### src/logic/irq_ctrl_defs.svh
// offsets, reset values, vectors, source numbers and edge codes of the interrupt controller
`ifndef IRQ_CTRL_DEFS_SVH
`define IRQ_CTRL_DEFS_SVH
`define OFS_GLOBAL_CTRL   12'h000
`define OFS_GROUP_CTRL    12'h004
`define OFS_EDGE_SEL      12'h008
`define OFS_TIMER_MATCH   12'h00C
`define OFS_EE_LOWVOLT    12'h010
`define OFS_STATUS        12'h014
`define OFS_VECTOR_BASE   12'h018
`define RST_REG8          8'h00
`define RST_VEC_BASE      12'h004
`define VEC_STEP          12'h004
`define N_SRC             5
`define SRC_PIN0          3'h0
`define SRC_PIN1          3'h1
`define SRC_GRP0          3'h2
`define SRC_GRP1          3'h3
`define SRC_GRP2          3'h4
`define EDGE_OFF          2'h0
`define EDGE_RISE         2'h1
`define EDGE_FALL         2'h2
`define EDGE_BOTH         2'h3
`define STACK_DEPTH       4'h8
`endif

### src/logic/irq_ctrl_pkg.sv
// types shared by the interrupt controller
package irq_ctrl_pkg;
    typedef enum logic [1:0] {
        ST_RUN   = 2'b00,
        ST_ENTRY = 2'b01,
        ST_SLEEP = 2'b10
    } seq_state_t;

    // core sequencer request towards the controller
    typedef struct packed {
        logic [11:0] next_pc;
        logic        insn_boundary;
        logic        return_from_irq;
        logic        sleep;
    } core_req_t;

    // controller answer to the core sequencer
    typedef struct packed {
        logic        push;
        logic [11:0] push_data;
        logic        load_pc;
        logic [11:0] pc_value;
        logic        pop;
        logic        wake;
    } core_ans_t;
endpackage

### src/logic/irq_ctrl.sv
// vectored interrupt controller with pin edges, grouped sources and pc stack
// Operation
// - source events set flags regardless of enables, except pin edges, which need the pin enable
// - disabled flag stays set, never jumps
// - global enable low blocks all jumps
// - entry pushes next pc, loads vector
// - return pops saved pc to resume
// - entry clears global enable automatically
// - requests during service still latch flags
// - full stack defers acknowledge, flag pending
// - any flag setting wakes sleep or idle
// - each pin sets flag on selected edge
// - edge select: off, rise, fall, both
// - pin is interrupt input only when enabled
// - pin service clears its flag and global
// - pull-high stays active in interrupt use
// - three shared groups aggregate existing sources
// - member flag set raises group flag
// - group service clears group flag, global
// - member flags stay set, software clears all but group 0's
// - timer register fields b,a,p bits 6-4, 2-0
// - eeprom/lowvolt fields bits 5,4 and 1,0
//
// The register addresses and the APB slave port were chosen for this implementation.
`include "irq_ctrl_defs.svh"
module irq_ctrl (
    input  wire logic                   CLK_I,
    input  wire logic                   NRST_I,
    input  wire logic                   PSEL_I,
    input  wire logic                   PENABLE_I,
    input  wire logic                   PWRITE_I,
    input  wire logic [11:0]            PADDR_I,
    input  wire logic [31:0]            PWDATA_I,
    output logic      [31:0]            PRDATA_O,
    output logic                        PREADY_O,
    output logic                        PSLVERR_O,
    input  wire logic [1:0]             PIN_I,
    input  wire logic [1:0]             PIN_PULLUP_SEL_I,
    output logic      [1:0]             PIN_PULLUP_EN_O,
    output logic      [1:0]             PIN_IRQ_MODE_O,
    input  wire logic [2:0]             TIMER_MATCH_I,
    input  wire logic [2:0]             GROUP0_EVT_I,
    input  wire logic                   EEPROM_DONE_I,
    input  wire logic                   LOWVOLT_I,
    input  wire irq_ctrl_pkg::core_req_t CORE_REQ_I,
    output irq_ctrl_pkg::core_ans_t     CORE_ANS_O,
    output logic [2:0]                  STACK_PTR_O
);
    // flags share the layout of their registers: pending bits in the upper nibble, enables in the lower
    logic [7:0]  global_q;        // bit0 global enable, bits1..2 pin enables, bits4..5 pin flags
    logic [7:0]  group_q;         // bits0..2 group enables, bits4..6 group flags
    logic [3:0]  edge_sel_q;
    logic [7:0]  timer_q;
    logic [7:0]  ee_lv_q;
    logic [7:0]  grp0_q;          // latched members of group 0, read-only in bits 14..12 of the status word
    logic [11:0] vec_base_q;
    logic [3:0]  sp_q;
    logic [1:0]  pin_s1_q;
    logic [1:0]  pin_s2_q;
    logic [1:0]  pin_prev_q;
    logic        ee_s1_q;
    logic        ee_s2_q;
    logic        lv_s1_q;
    logic        lv_s2_q;
    logic        lv_prev_q;
    logic        ee_prev_q;
    logic [31:0] prdata_q;
    irq_ctrl_pkg::seq_state_t state_q;
    logic [11:0] vec_q;           // vector of the source being entered, held for the load

    logic        wr_en;
    logic        rd_en;
    logic [1:0]  pin_evt;
    logic [2:0]  tm_evt;
    logic        ee_evt;
    logic        lv_evt;
    logic [2:0]  grp_set;
    logic [4:0]  pending;
    logic        take;
    logic [2:0]  take_src;
    logic        stack_full;
    logic        any_set;
    logic        pop_ok;
    logic        wr_global;
    logic        wr_group;
    logic        wr_edge;
    logic        wr_timer;
    logic        wr_ee_lv;
    logic        wr_vec;

    // one edge detector per pin, decoding its two select bits
    function automatic logic edge_hit(input logic [1:0] sel, input logic prev,
                                      input logic cur);
        case (sel)
            `EDGE_RISE: edge_hit = !prev && cur;
            `EDGE_FALL: edge_hit = prev && !cur;
            `EDGE_BOTH: edge_hit = prev != cur;
            default:    edge_hit = 1'b0;
        endcase
    endfunction

    // fixed priority: pin0, pin1, group0, group1, group2
    function automatic logic [2:0] pick(input logic [4:0] req);
        pick = `SRC_GRP2;
        for (int i = `N_SRC - 1; i >= 0; i--) begin
            if (req[i]) begin
                pick = 3'(i);
            end
        end
    endfunction

    // rising edge of a synchronised level; eeprom and low-voltage share it
    function automatic logic rose_edge(input logic prev, input logic cur);
        rose_edge = !prev && cur;
    endfunction

    // write strobe of one register: access phase of a write to its offset
    function automatic logic wr_hit(input logic en, input logic [11:0] addr,
                                    input logic [11:0] ofs);
        wr_hit = en && addr == ofs;
    endfunction

    // apb decode: zero wait states, every access completes in its access phase
    assign wr_en     = PSEL_I && PENABLE_I && PWRITE_I;
    assign rd_en     = PSEL_I && !PENABLE_I && !PWRITE_I;
    assign PREADY_O  = 1'b1;
    assign PSLVERR_O = PSEL_I && PENABLE_I && (PADDR_I > `OFS_VECTOR_BASE || PADDR_I[1:0] != 2'h0);
    assign PRDATA_O  = prdata_q;

    // one strobe per writable register, so every offset is decoded once
    // unmapped or unaligned accesses change nothing and read zero
    assign wr_global = wr_hit(wr_en, PADDR_I, `OFS_GLOBAL_CTRL);
    assign wr_group  = wr_hit(wr_en, PADDR_I, `OFS_GROUP_CTRL);
    assign wr_edge   = wr_hit(wr_en, PADDR_I, `OFS_EDGE_SEL);
    assign wr_timer  = wr_hit(wr_en, PADDR_I, `OFS_TIMER_MATCH);
    assign wr_ee_lv  = wr_hit(wr_en, PADDR_I, `OFS_EE_LOWVOLT);
    assign wr_vec    = wr_hit(wr_en, PADDR_I, `OFS_VECTOR_BASE);

    // pins, eeprom and low-voltage events come from other domains
    // previous-value flops reset to the idle low level, so no false edge follows reset
    always_ff @(posedge CLK_I or negedge NRST_I) begin
        if (!NRST_I) begin
            pin_s1_q   <= 2'h0;
            pin_s2_q   <= 2'h0;
            pin_prev_q <= 2'h0;
            ee_s1_q    <= 1'b0;
            ee_s2_q    <= 1'b0;
            ee_prev_q  <= 1'b0;
            lv_s1_q    <= 1'b0;
            lv_s2_q    <= 1'b0;
            lv_prev_q  <= 1'b0;
        end else begin
            pin_s1_q   <= PIN_I;
            pin_s2_q   <= pin_s1_q;
            pin_prev_q <= pin_s2_q;
            ee_s1_q    <= EEPROM_DONE_I;
            ee_s2_q    <= ee_s1_q;
            ee_prev_q  <= ee_s2_q;
            lv_s1_q    <= LOWVOLT_I;
            lv_s2_q    <= lv_s1_q;
            lv_prev_q  <= lv_s2_q;
        end
    end

    // a pin counts as interrupt input only while its enable is set
    // the pull-up select passes straight through, interrupt use or not
    genvar g;
    generate
        for (g = 0; g < 2; g++) begin : g_pin
            assign PIN_IRQ_MODE_O[g] = global_q[1 + g];
            assign pin_evt[g] = global_q[1 + g] && edge_hit(edge_sel_q[2*g +: 2],
                                pin_prev_q[g], pin_s2_q[g]);
            assign PIN_PULLUP_EN_O[g] = PIN_PULLUP_SEL_I[g];
        end
    endgenerate

    // timer matches are same-domain pulses; eeprom and low-voltage are rising edges
    assign tm_evt = TIMER_MATCH_I;
    assign ee_evt = rose_edge(ee_prev_q, ee_s2_q);
    assign lv_evt = rose_edge(lv_prev_q, lv_s2_q);

    // group flag rises when any member event sets its flag; a software write to a member flag does not raise it
    assign grp_set[0] = |GROUP0_EVT_I;
    assign grp_set[1] = |tm_evt;
    assign grp_set[2] = ee_evt || lv_evt;

    // request vector, masked by each individual enable
    assign pending = {group_q[6] && group_q[2], group_q[5] && group_q[1],
                      group_q[4] && group_q[0], global_q[5] && global_q[2],
                      global_q[4] && global_q[1]};
    // a full stack leaves the request pending until a return frees a slot
    assign stack_full = sp_q == `STACK_DEPTH;
    // entry only from run: never in the entry cycle itself, never while asleep
    assign take = state_q == irq_ctrl_pkg::ST_RUN && CORE_REQ_I.insn_boundary
                  && global_q[0] && |pending && !stack_full;
    // lowest index wins: pins first, then the groups in order
    assign take_src = pick(pending);
    // a return only pops what was pushed; an empty stack ignores it
    assign pop_ok = CORE_REQ_I.return_from_irq && sp_q != 4'h0;
    // sleep ends on any new event, group enabled or not; pin edges count only with the pin enable
    assign any_set = |pin_evt || |tm_evt || ee_evt || lv_evt || |GROUP0_EVT_I;

    // global, pin enables and pin flags; hardware set beats software clear
    // a write replaces the byte; entry clears and event sets are applied after it
    always_ff @(posedge CLK_I or negedge NRST_I) begin
        if (!NRST_I) begin
            global_q <= `RST_REG8;
        end else begin
            logic [7:0] nxt;
            nxt = global_q;
            if (wr_global) begin
                nxt = PWDATA_I[7:0] & 8'h37;
            end
            if (take) begin
                nxt[0] = 1'b0;
                if (take_src == `SRC_PIN0) begin
                    nxt[4] = 1'b0;
                end
                if (take_src == `SRC_PIN1) begin
                    nxt[5] = 1'b0;
                end
            end
            if (pin_evt[0]) begin
                nxt[4] = 1'b1;
            end
            if (pin_evt[1]) begin
                nxt[5] = 1'b1;
            end
            global_q <= nxt;
        end
    end

    // group flags and enables; members are left untouched on service
    // software clears the timer and eeprom/low-voltage member flags itself; group 0 members clear only on reset
    always_ff @(posedge CLK_I or negedge NRST_I) begin
        if (!NRST_I) begin
            group_q <= `RST_REG8;
        end else begin
            logic [7:0] nxt;
            nxt = group_q;
            if (wr_group) begin
                nxt = PWDATA_I[7:0] & 8'h77;
            end
            for (int i = 0; i < 3; i++) begin
                if (take && take_src == `SRC_GRP0 + 3'(i)) begin
                    nxt[4 + i] = 1'b0;
                end
                if (grp_set[i]) begin
                    nxt[4 + i] = 1'b1;
                end
            end
            group_q <= nxt;
        end
    end

    // member flag registers: bits 7 and 3 of timer, 7..6 and 3..2 of the other read zero
    // a software clear loses against an event in the same cycle
    always_ff @(posedge CLK_I or negedge NRST_I) begin
        if (!NRST_I) begin
            timer_q <= `RST_REG8;
            ee_lv_q <= `RST_REG8;
            grp0_q  <= `RST_REG8;
        end else begin
            logic [7:0] t;
            logic [7:0] e;
            t = timer_q;
            e = ee_lv_q;
            if (wr_timer) begin
                t = PWDATA_I[7:0] & 8'h77;
            end
            if (wr_ee_lv) begin
                e = PWDATA_I[7:0] & 8'h33;
            end
            t[6:4] = t[6:4] | {tm_evt[2], tm_evt[1], tm_evt[0]};
            e[5]   = e[5] | ee_evt;
            e[4]   = e[4] | lv_evt;
            timer_q <= t;
            ee_lv_q <= e;
            grp0_q  <= {1'b0, grp0_q[6:4] | GROUP0_EVT_I, 4'h0};
        end
    end

    // vector base register
    // vectors step one word per source from this base, lowest source first
    always_ff @(posedge CLK_I or negedge NRST_I) begin
        if (!NRST_I) begin
            vec_base_q <= `RST_VEC_BASE;
        end else if (wr_vec) begin
            vec_base_q <= PWDATA_I[11:0];
        end
    end

    // entry sequencing and stack pointer tracking
    always_ff @(posedge CLK_I or negedge NRST_I) begin
        if (!NRST_I) begin
            state_q    <= irq_ctrl_pkg::ST_RUN;
            vec_q      <= 12'h000;
            sp_q       <= 4'h0;
        end else begin
            case (state_q)
                irq_ctrl_pkg::ST_RUN: begin
                    if (take) begin
                        state_q    <= irq_ctrl_pkg::ST_ENTRY;
                        vec_q      <= vec_base_q + 12'(take_src) * `VEC_STEP;
                    end else if (CORE_REQ_I.sleep) begin
                        state_q <= irq_ctrl_pkg::ST_SLEEP;
                    end
                end
                irq_ctrl_pkg::ST_ENTRY: begin
                    state_q <= irq_ctrl_pkg::ST_RUN;
                end
                irq_ctrl_pkg::ST_SLEEP: begin
                    if (any_set) begin
                        state_q <= irq_ctrl_pkg::ST_RUN;
                    end
                end
                default: begin
                    state_q <= irq_ctrl_pkg::ST_RUN;
                end
            endcase
            // a push and a pop in one cycle leave the depth as it is
            if (take && !pop_ok) begin
                sp_q <= sp_q + 4'h1;
            end else if (pop_ok && !take) begin
                sp_q <= sp_q - 4'h1;
            end
        end
    end

    // core answer: push in the take cycle, vector load in the entry cycle
    // push and pop are handshakes and stay combinational; the vector comes from a flop
    always_comb begin
        CORE_ANS_O           = '0;
        CORE_ANS_O.push      = take;
        CORE_ANS_O.push_data = CORE_REQ_I.next_pc;
        CORE_ANS_O.load_pc   = state_q == irq_ctrl_pkg::ST_ENTRY;
        CORE_ANS_O.pc_value  = vec_q;
        CORE_ANS_O.pop       = pop_ok;
        CORE_ANS_O.wake      = state_q == irq_ctrl_pkg::ST_SLEEP && any_set;
    end
    assign STACK_PTR_O = sp_q[2:0];

    // read data captured in the setup phase, held through access
    // reads have no side effects, so capturing before the access edge is safe
    always_ff @(posedge CLK_I or negedge NRST_I) begin
        if (!NRST_I) begin
            prdata_q <= 32'h0000_0000;
        end else if (rd_en) begin
            case (PADDR_I)
                `OFS_GLOBAL_CTRL: prdata_q <= {24'h0, global_q};
                `OFS_GROUP_CTRL:  prdata_q <= {24'h0, group_q};
                `OFS_EDGE_SEL:    prdata_q <= {28'h0, edge_sel_q};
                `OFS_TIMER_MATCH: prdata_q <= {24'h0, timer_q};
                `OFS_EE_LOWVOLT:  prdata_q <= {24'h0, ee_lv_q};
                `OFS_STATUS:      prdata_q <= {16'h0, grp0_q, 2'h0, state_q, sp_q};
                `OFS_VECTOR_BASE: prdata_q <= {20'h0, vec_base_q};
                default:          prdata_q <= 32'h0000_0000;
            endcase
        end
    end

    // edge select register
    // a select of zero turns the pin's edge detection off
    always_ff @(posedge CLK_I or negedge NRST_I) begin
        if (!NRST_I) begin
            edge_sel_q <= 4'h0;
        end else if (wr_edge) begin
            edge_sel_q <= PWDATA_I[3:0];
        end
    end
endmodule

### config.mk
export PLATFORM = sky130hd
export DESIGN_NAME = irq_ctrl
export DESIGN_NICKNAME = d
export VERILOG_FILES = /design/src/logic/irq_ctrl_pkg.sv /design/src/logic/irq_ctrl.sv
export VERILOG_INCLUDE_DIRS = /design/src /design/src/logic
export SDC_FILE = /design/constraint.sdc
export NUM_CORES = 1
export LEC_CHECK = 0
export BUFFER_PORTS_ARGS = -buffer_cell sky130_fd_sc_hd__buf_4
export CELL_PAD_IN_SITES_DETAIL_PLACEMENT = 2
export CELL_PAD_IN_SITES_GLOBAL_PLACEMENT = 2
export CORE_MARGIN = 2
export CORE_UTILIZATION = 25
export CTS_CLUSTER_SIZE = 28
export DETAILED_ROUTE_END_ITERATION = 8
export GPL_TIMING_DRIVEN = 0
export PLACE_DENSITY = 0.69
export SYNTH_ARGS = -nofsm -noshare
export SYNTH_HDL_FRONTEND = slang
export SYNTH_SLANG_ARGS = --single-unit
### constraint.sdc
create_clock -name CLK_I -period 3.9 [get_ports CLK_I]
set_input_delay 0.39 -clock CLK_I [delete_from_list [all_inputs] [get_ports CLK_I]]
set_output_delay 0.39 -clock CLK_I [all_outputs]
set_load 0.02 [all_outputs]
==> results.tsv <==
metric	value	unit
clkTransAtPathRegs	60	ps
cts_made_buffers	9	
grt_overflow	0	
synth_area_leaders	dfrtp_1 (46%), mux2_2 (7.9%), buf_4 (6.6%), mux2i_1 (3.1%), ha_1 (2.7%)	
routed_via_density	4.81	
route.detailed.drc	0	
track_usage	0.152	
synthCells	412	
ios	145	
fp-row-count	49	
finalWirelength	14.2	mm
gp_congestion	0.839	
status	completed	
die_area	0.0193	sq mm
ctsResizeCount	0	
num-fill-cells	1954	
power.density	364	mW/mm^2
synth_flop_cell	dfrtp_1	
dp_hpwl	11.1	mm
clock_sinks	85	
ys_seq_elements	85	
synth_area_per_cell	11.1	sq um
min_period_over_period	0.843	
clock_path_buffers	2	
die_w	139	microns
required	4160	ps
clock-root-buffer	clkbuf_16	
critPathCaptureType	flip-flop	
yosysWarnings	0	
h-tree-depth	3	
path_class	flip-flop to flip-flop	
skew	5.95	ps
cp_common_cell	ha_1	
synthArstFlopShare	1.00	
ir_drop	0.229	mV
n_antenna_cell	0	
antenna_found_initial	0	
grt_pass1_wl	23.2	mm
slowest_delay	560	ps
synthSimpleGateAreaFrac	0.154	
area_growth_syn_to_layout	28.7	%
layout_commonest_cell	buf_4	
final-seq-area	0.00213	sq mm
period_minus_slack	3290	ps
insertion_delay	340	ps
grt_pass1_vias	4135	
avgRoutedWirePerCell	18.6	microns
crit_slowest_cell	a311oi_1	
arrival	3550	ps
slew_headroom	0.264	
worstMarginPinSlew	1100	ps
place_inst	748	
ys_seq_area_frac	0.467	
nets	618	
cts_tree	done	
worst_hold_slack	149	ps
synthXorXnorAreaFrac	0.0192	
drtAntennaViolNets	0	
multi_input_area	0.00208	sq mm
vias	3673	
synth_edf_count	0	
tns	0	ps
synth_top_family_by_area	simple AND/OR/NAND/NOR gates	
crit_fanout	11	
rsz0062_at_grt	false	
yosys.area.top_type	dfrtp_1	
fin_cells	764	
floorplan.initialDensity	0.255	
crit_chain	a22oi_1 > a311oi_1 > clkbuf_1 > ha_1 > inv_1 > ha_1 > a21o_1 > a21oi_1 > mux2i_1 > xnor2_1	
postCtsHoldBufs	0	
synth_mux_area_frac	0.125	
die_h	139	microns
post_cts_buffers	0	
synth_compound_area_frac	0.108	
layout-drive-gt1-share	0.368	
hp-class	input pin to flip-flop	
synth_top_area_share	0.461	
max-cap-violations	0	
first_pass_iters	4	
drtIter0Drc	102	
grt_start_max_net_pins	86	
synthAdderAreaFrac	0.0362	
portBuffers	91	
mappedNetlistArea	0.00456	sq mm
core	0.0179	sq mm
setup_viol	0	
hold_viol_final	0	
synth.distinct_cells	65	
p_leak	2.69	nW
final_cell_mix	buf_4 (131), dfrtp_1 (84), mux2_2 (32)	
fmax	304	MHz
drv_slew	0	
start_kind	flip-flop	
## final timing paths
check | start | end | slack, ps | depth (start not counted)
setup reg to reg | global_q[1] | sp_q[3] | 610 | 10
max in group asynchronous | NRST_I | ee_lv_q[1] | 2930 | 1
hold reg to reg | pin_s1_q[1] | pin_s2_q[1] | 350 | 0
setup / recovery | global_q[1] | sp_q[3] | 610 | 10
hold / removal | EEPROM_DONE_I | ee_s1_q | 150 | 1
min in group asynchronous | NRST_I | PRDATA_O[11] | 230 | 1
## stage by stage
stage	area [sq um]	utilization	total power, mW	setup slack (ps)
2_1_floorplan	4620	-	1.19	1310
3_3_place_gp	5590	0.312	1.34	708
3_5_place_dp	5590	0.312	1.35	628
4_1_cts	5870	0.328	2.18	586
5_1_grt	5870	0.328	2.24	354
6_report	5870	0.328	2.14	614
## area by class of cell
class,instances,share of cell area
Clock buffer,11,0.0414
Timing Repair Buffer,91,0.116
Tap cell,229,0.0488
Multi-Input combinational cell,278,0.355
Sequential cell,85,0.363
Inverter,12,0.00768
Buffer,53,0.0614
Clock inverter,5,0.00619
## cell families after synthesis
family                     count (synthesis)
AOI/OAI and AO/OA                         71
xor gates and xnor gates                  10
adders and majority gates                 12
buffers and inverters                     65
DFF                                       85
muxes                                     51
other                                      2
and+or+nand+nor                          116
## cell usage after synthesis, types with 4 or more instances
master,count
dfrtp_1,84
buf_4,40
mux2_2,32
nand2_1,22
o21ai_0,20
nor2_1,18
mux2i_1,14
inv_1,12
a22o_1,11
nand3_1,11
ha_1,10
nor3_1,10
a21oi_1,9
nand2b_1,7
xnor2_1,7
clkbuf_1,6
and3_1,5
a21boi_0,4
mux2_1,4
nand3b_1,4
nor2b_1,4
or2_2,4
## power breakdown
group          switching, mW  internal [mW]
combinational          0.184          0.180
sequential            0.0533          0.911
clock                  0.359          0.449
total                  0.596           1.54
## flip-flops by register name (all words and copies together) (netlist names), 2 cells and up
signal      count
vec_base_q     12
grp0_q          3
ee_lv_q         4
global_q        5
state_q         2
PRDATA_O       15
sp_q            4
timer_q         6
vec_q          12
group_q         6
edge_sel_q      4
pin_s1_q        2
pin_s2_q        2
pin_prev_q      2
## metal layers
layer / part of all wire / GRT usage / vias to the layer above
met3: 0.043 / 0.0328 / 17
li1: - / - / 1670
met5: 0 / 0 / -
met4: 0.016 / 0.0447 / 0
met1: 0.42 / 0.186 / 1890
met2: 0.52 / 0.267 / 96
## worst max-delay path, delay by kind of cell (launching register included)
family | cells | cell delay (ps)
compound gates | 4 | 1100
xor+xnor | 1 | 140
fa+ha+maj | 2 | 570
buf+inv | 2 | 660
flops | 1 | 510
mux | 1 | 240
Power figures use the tool's default switching activity.
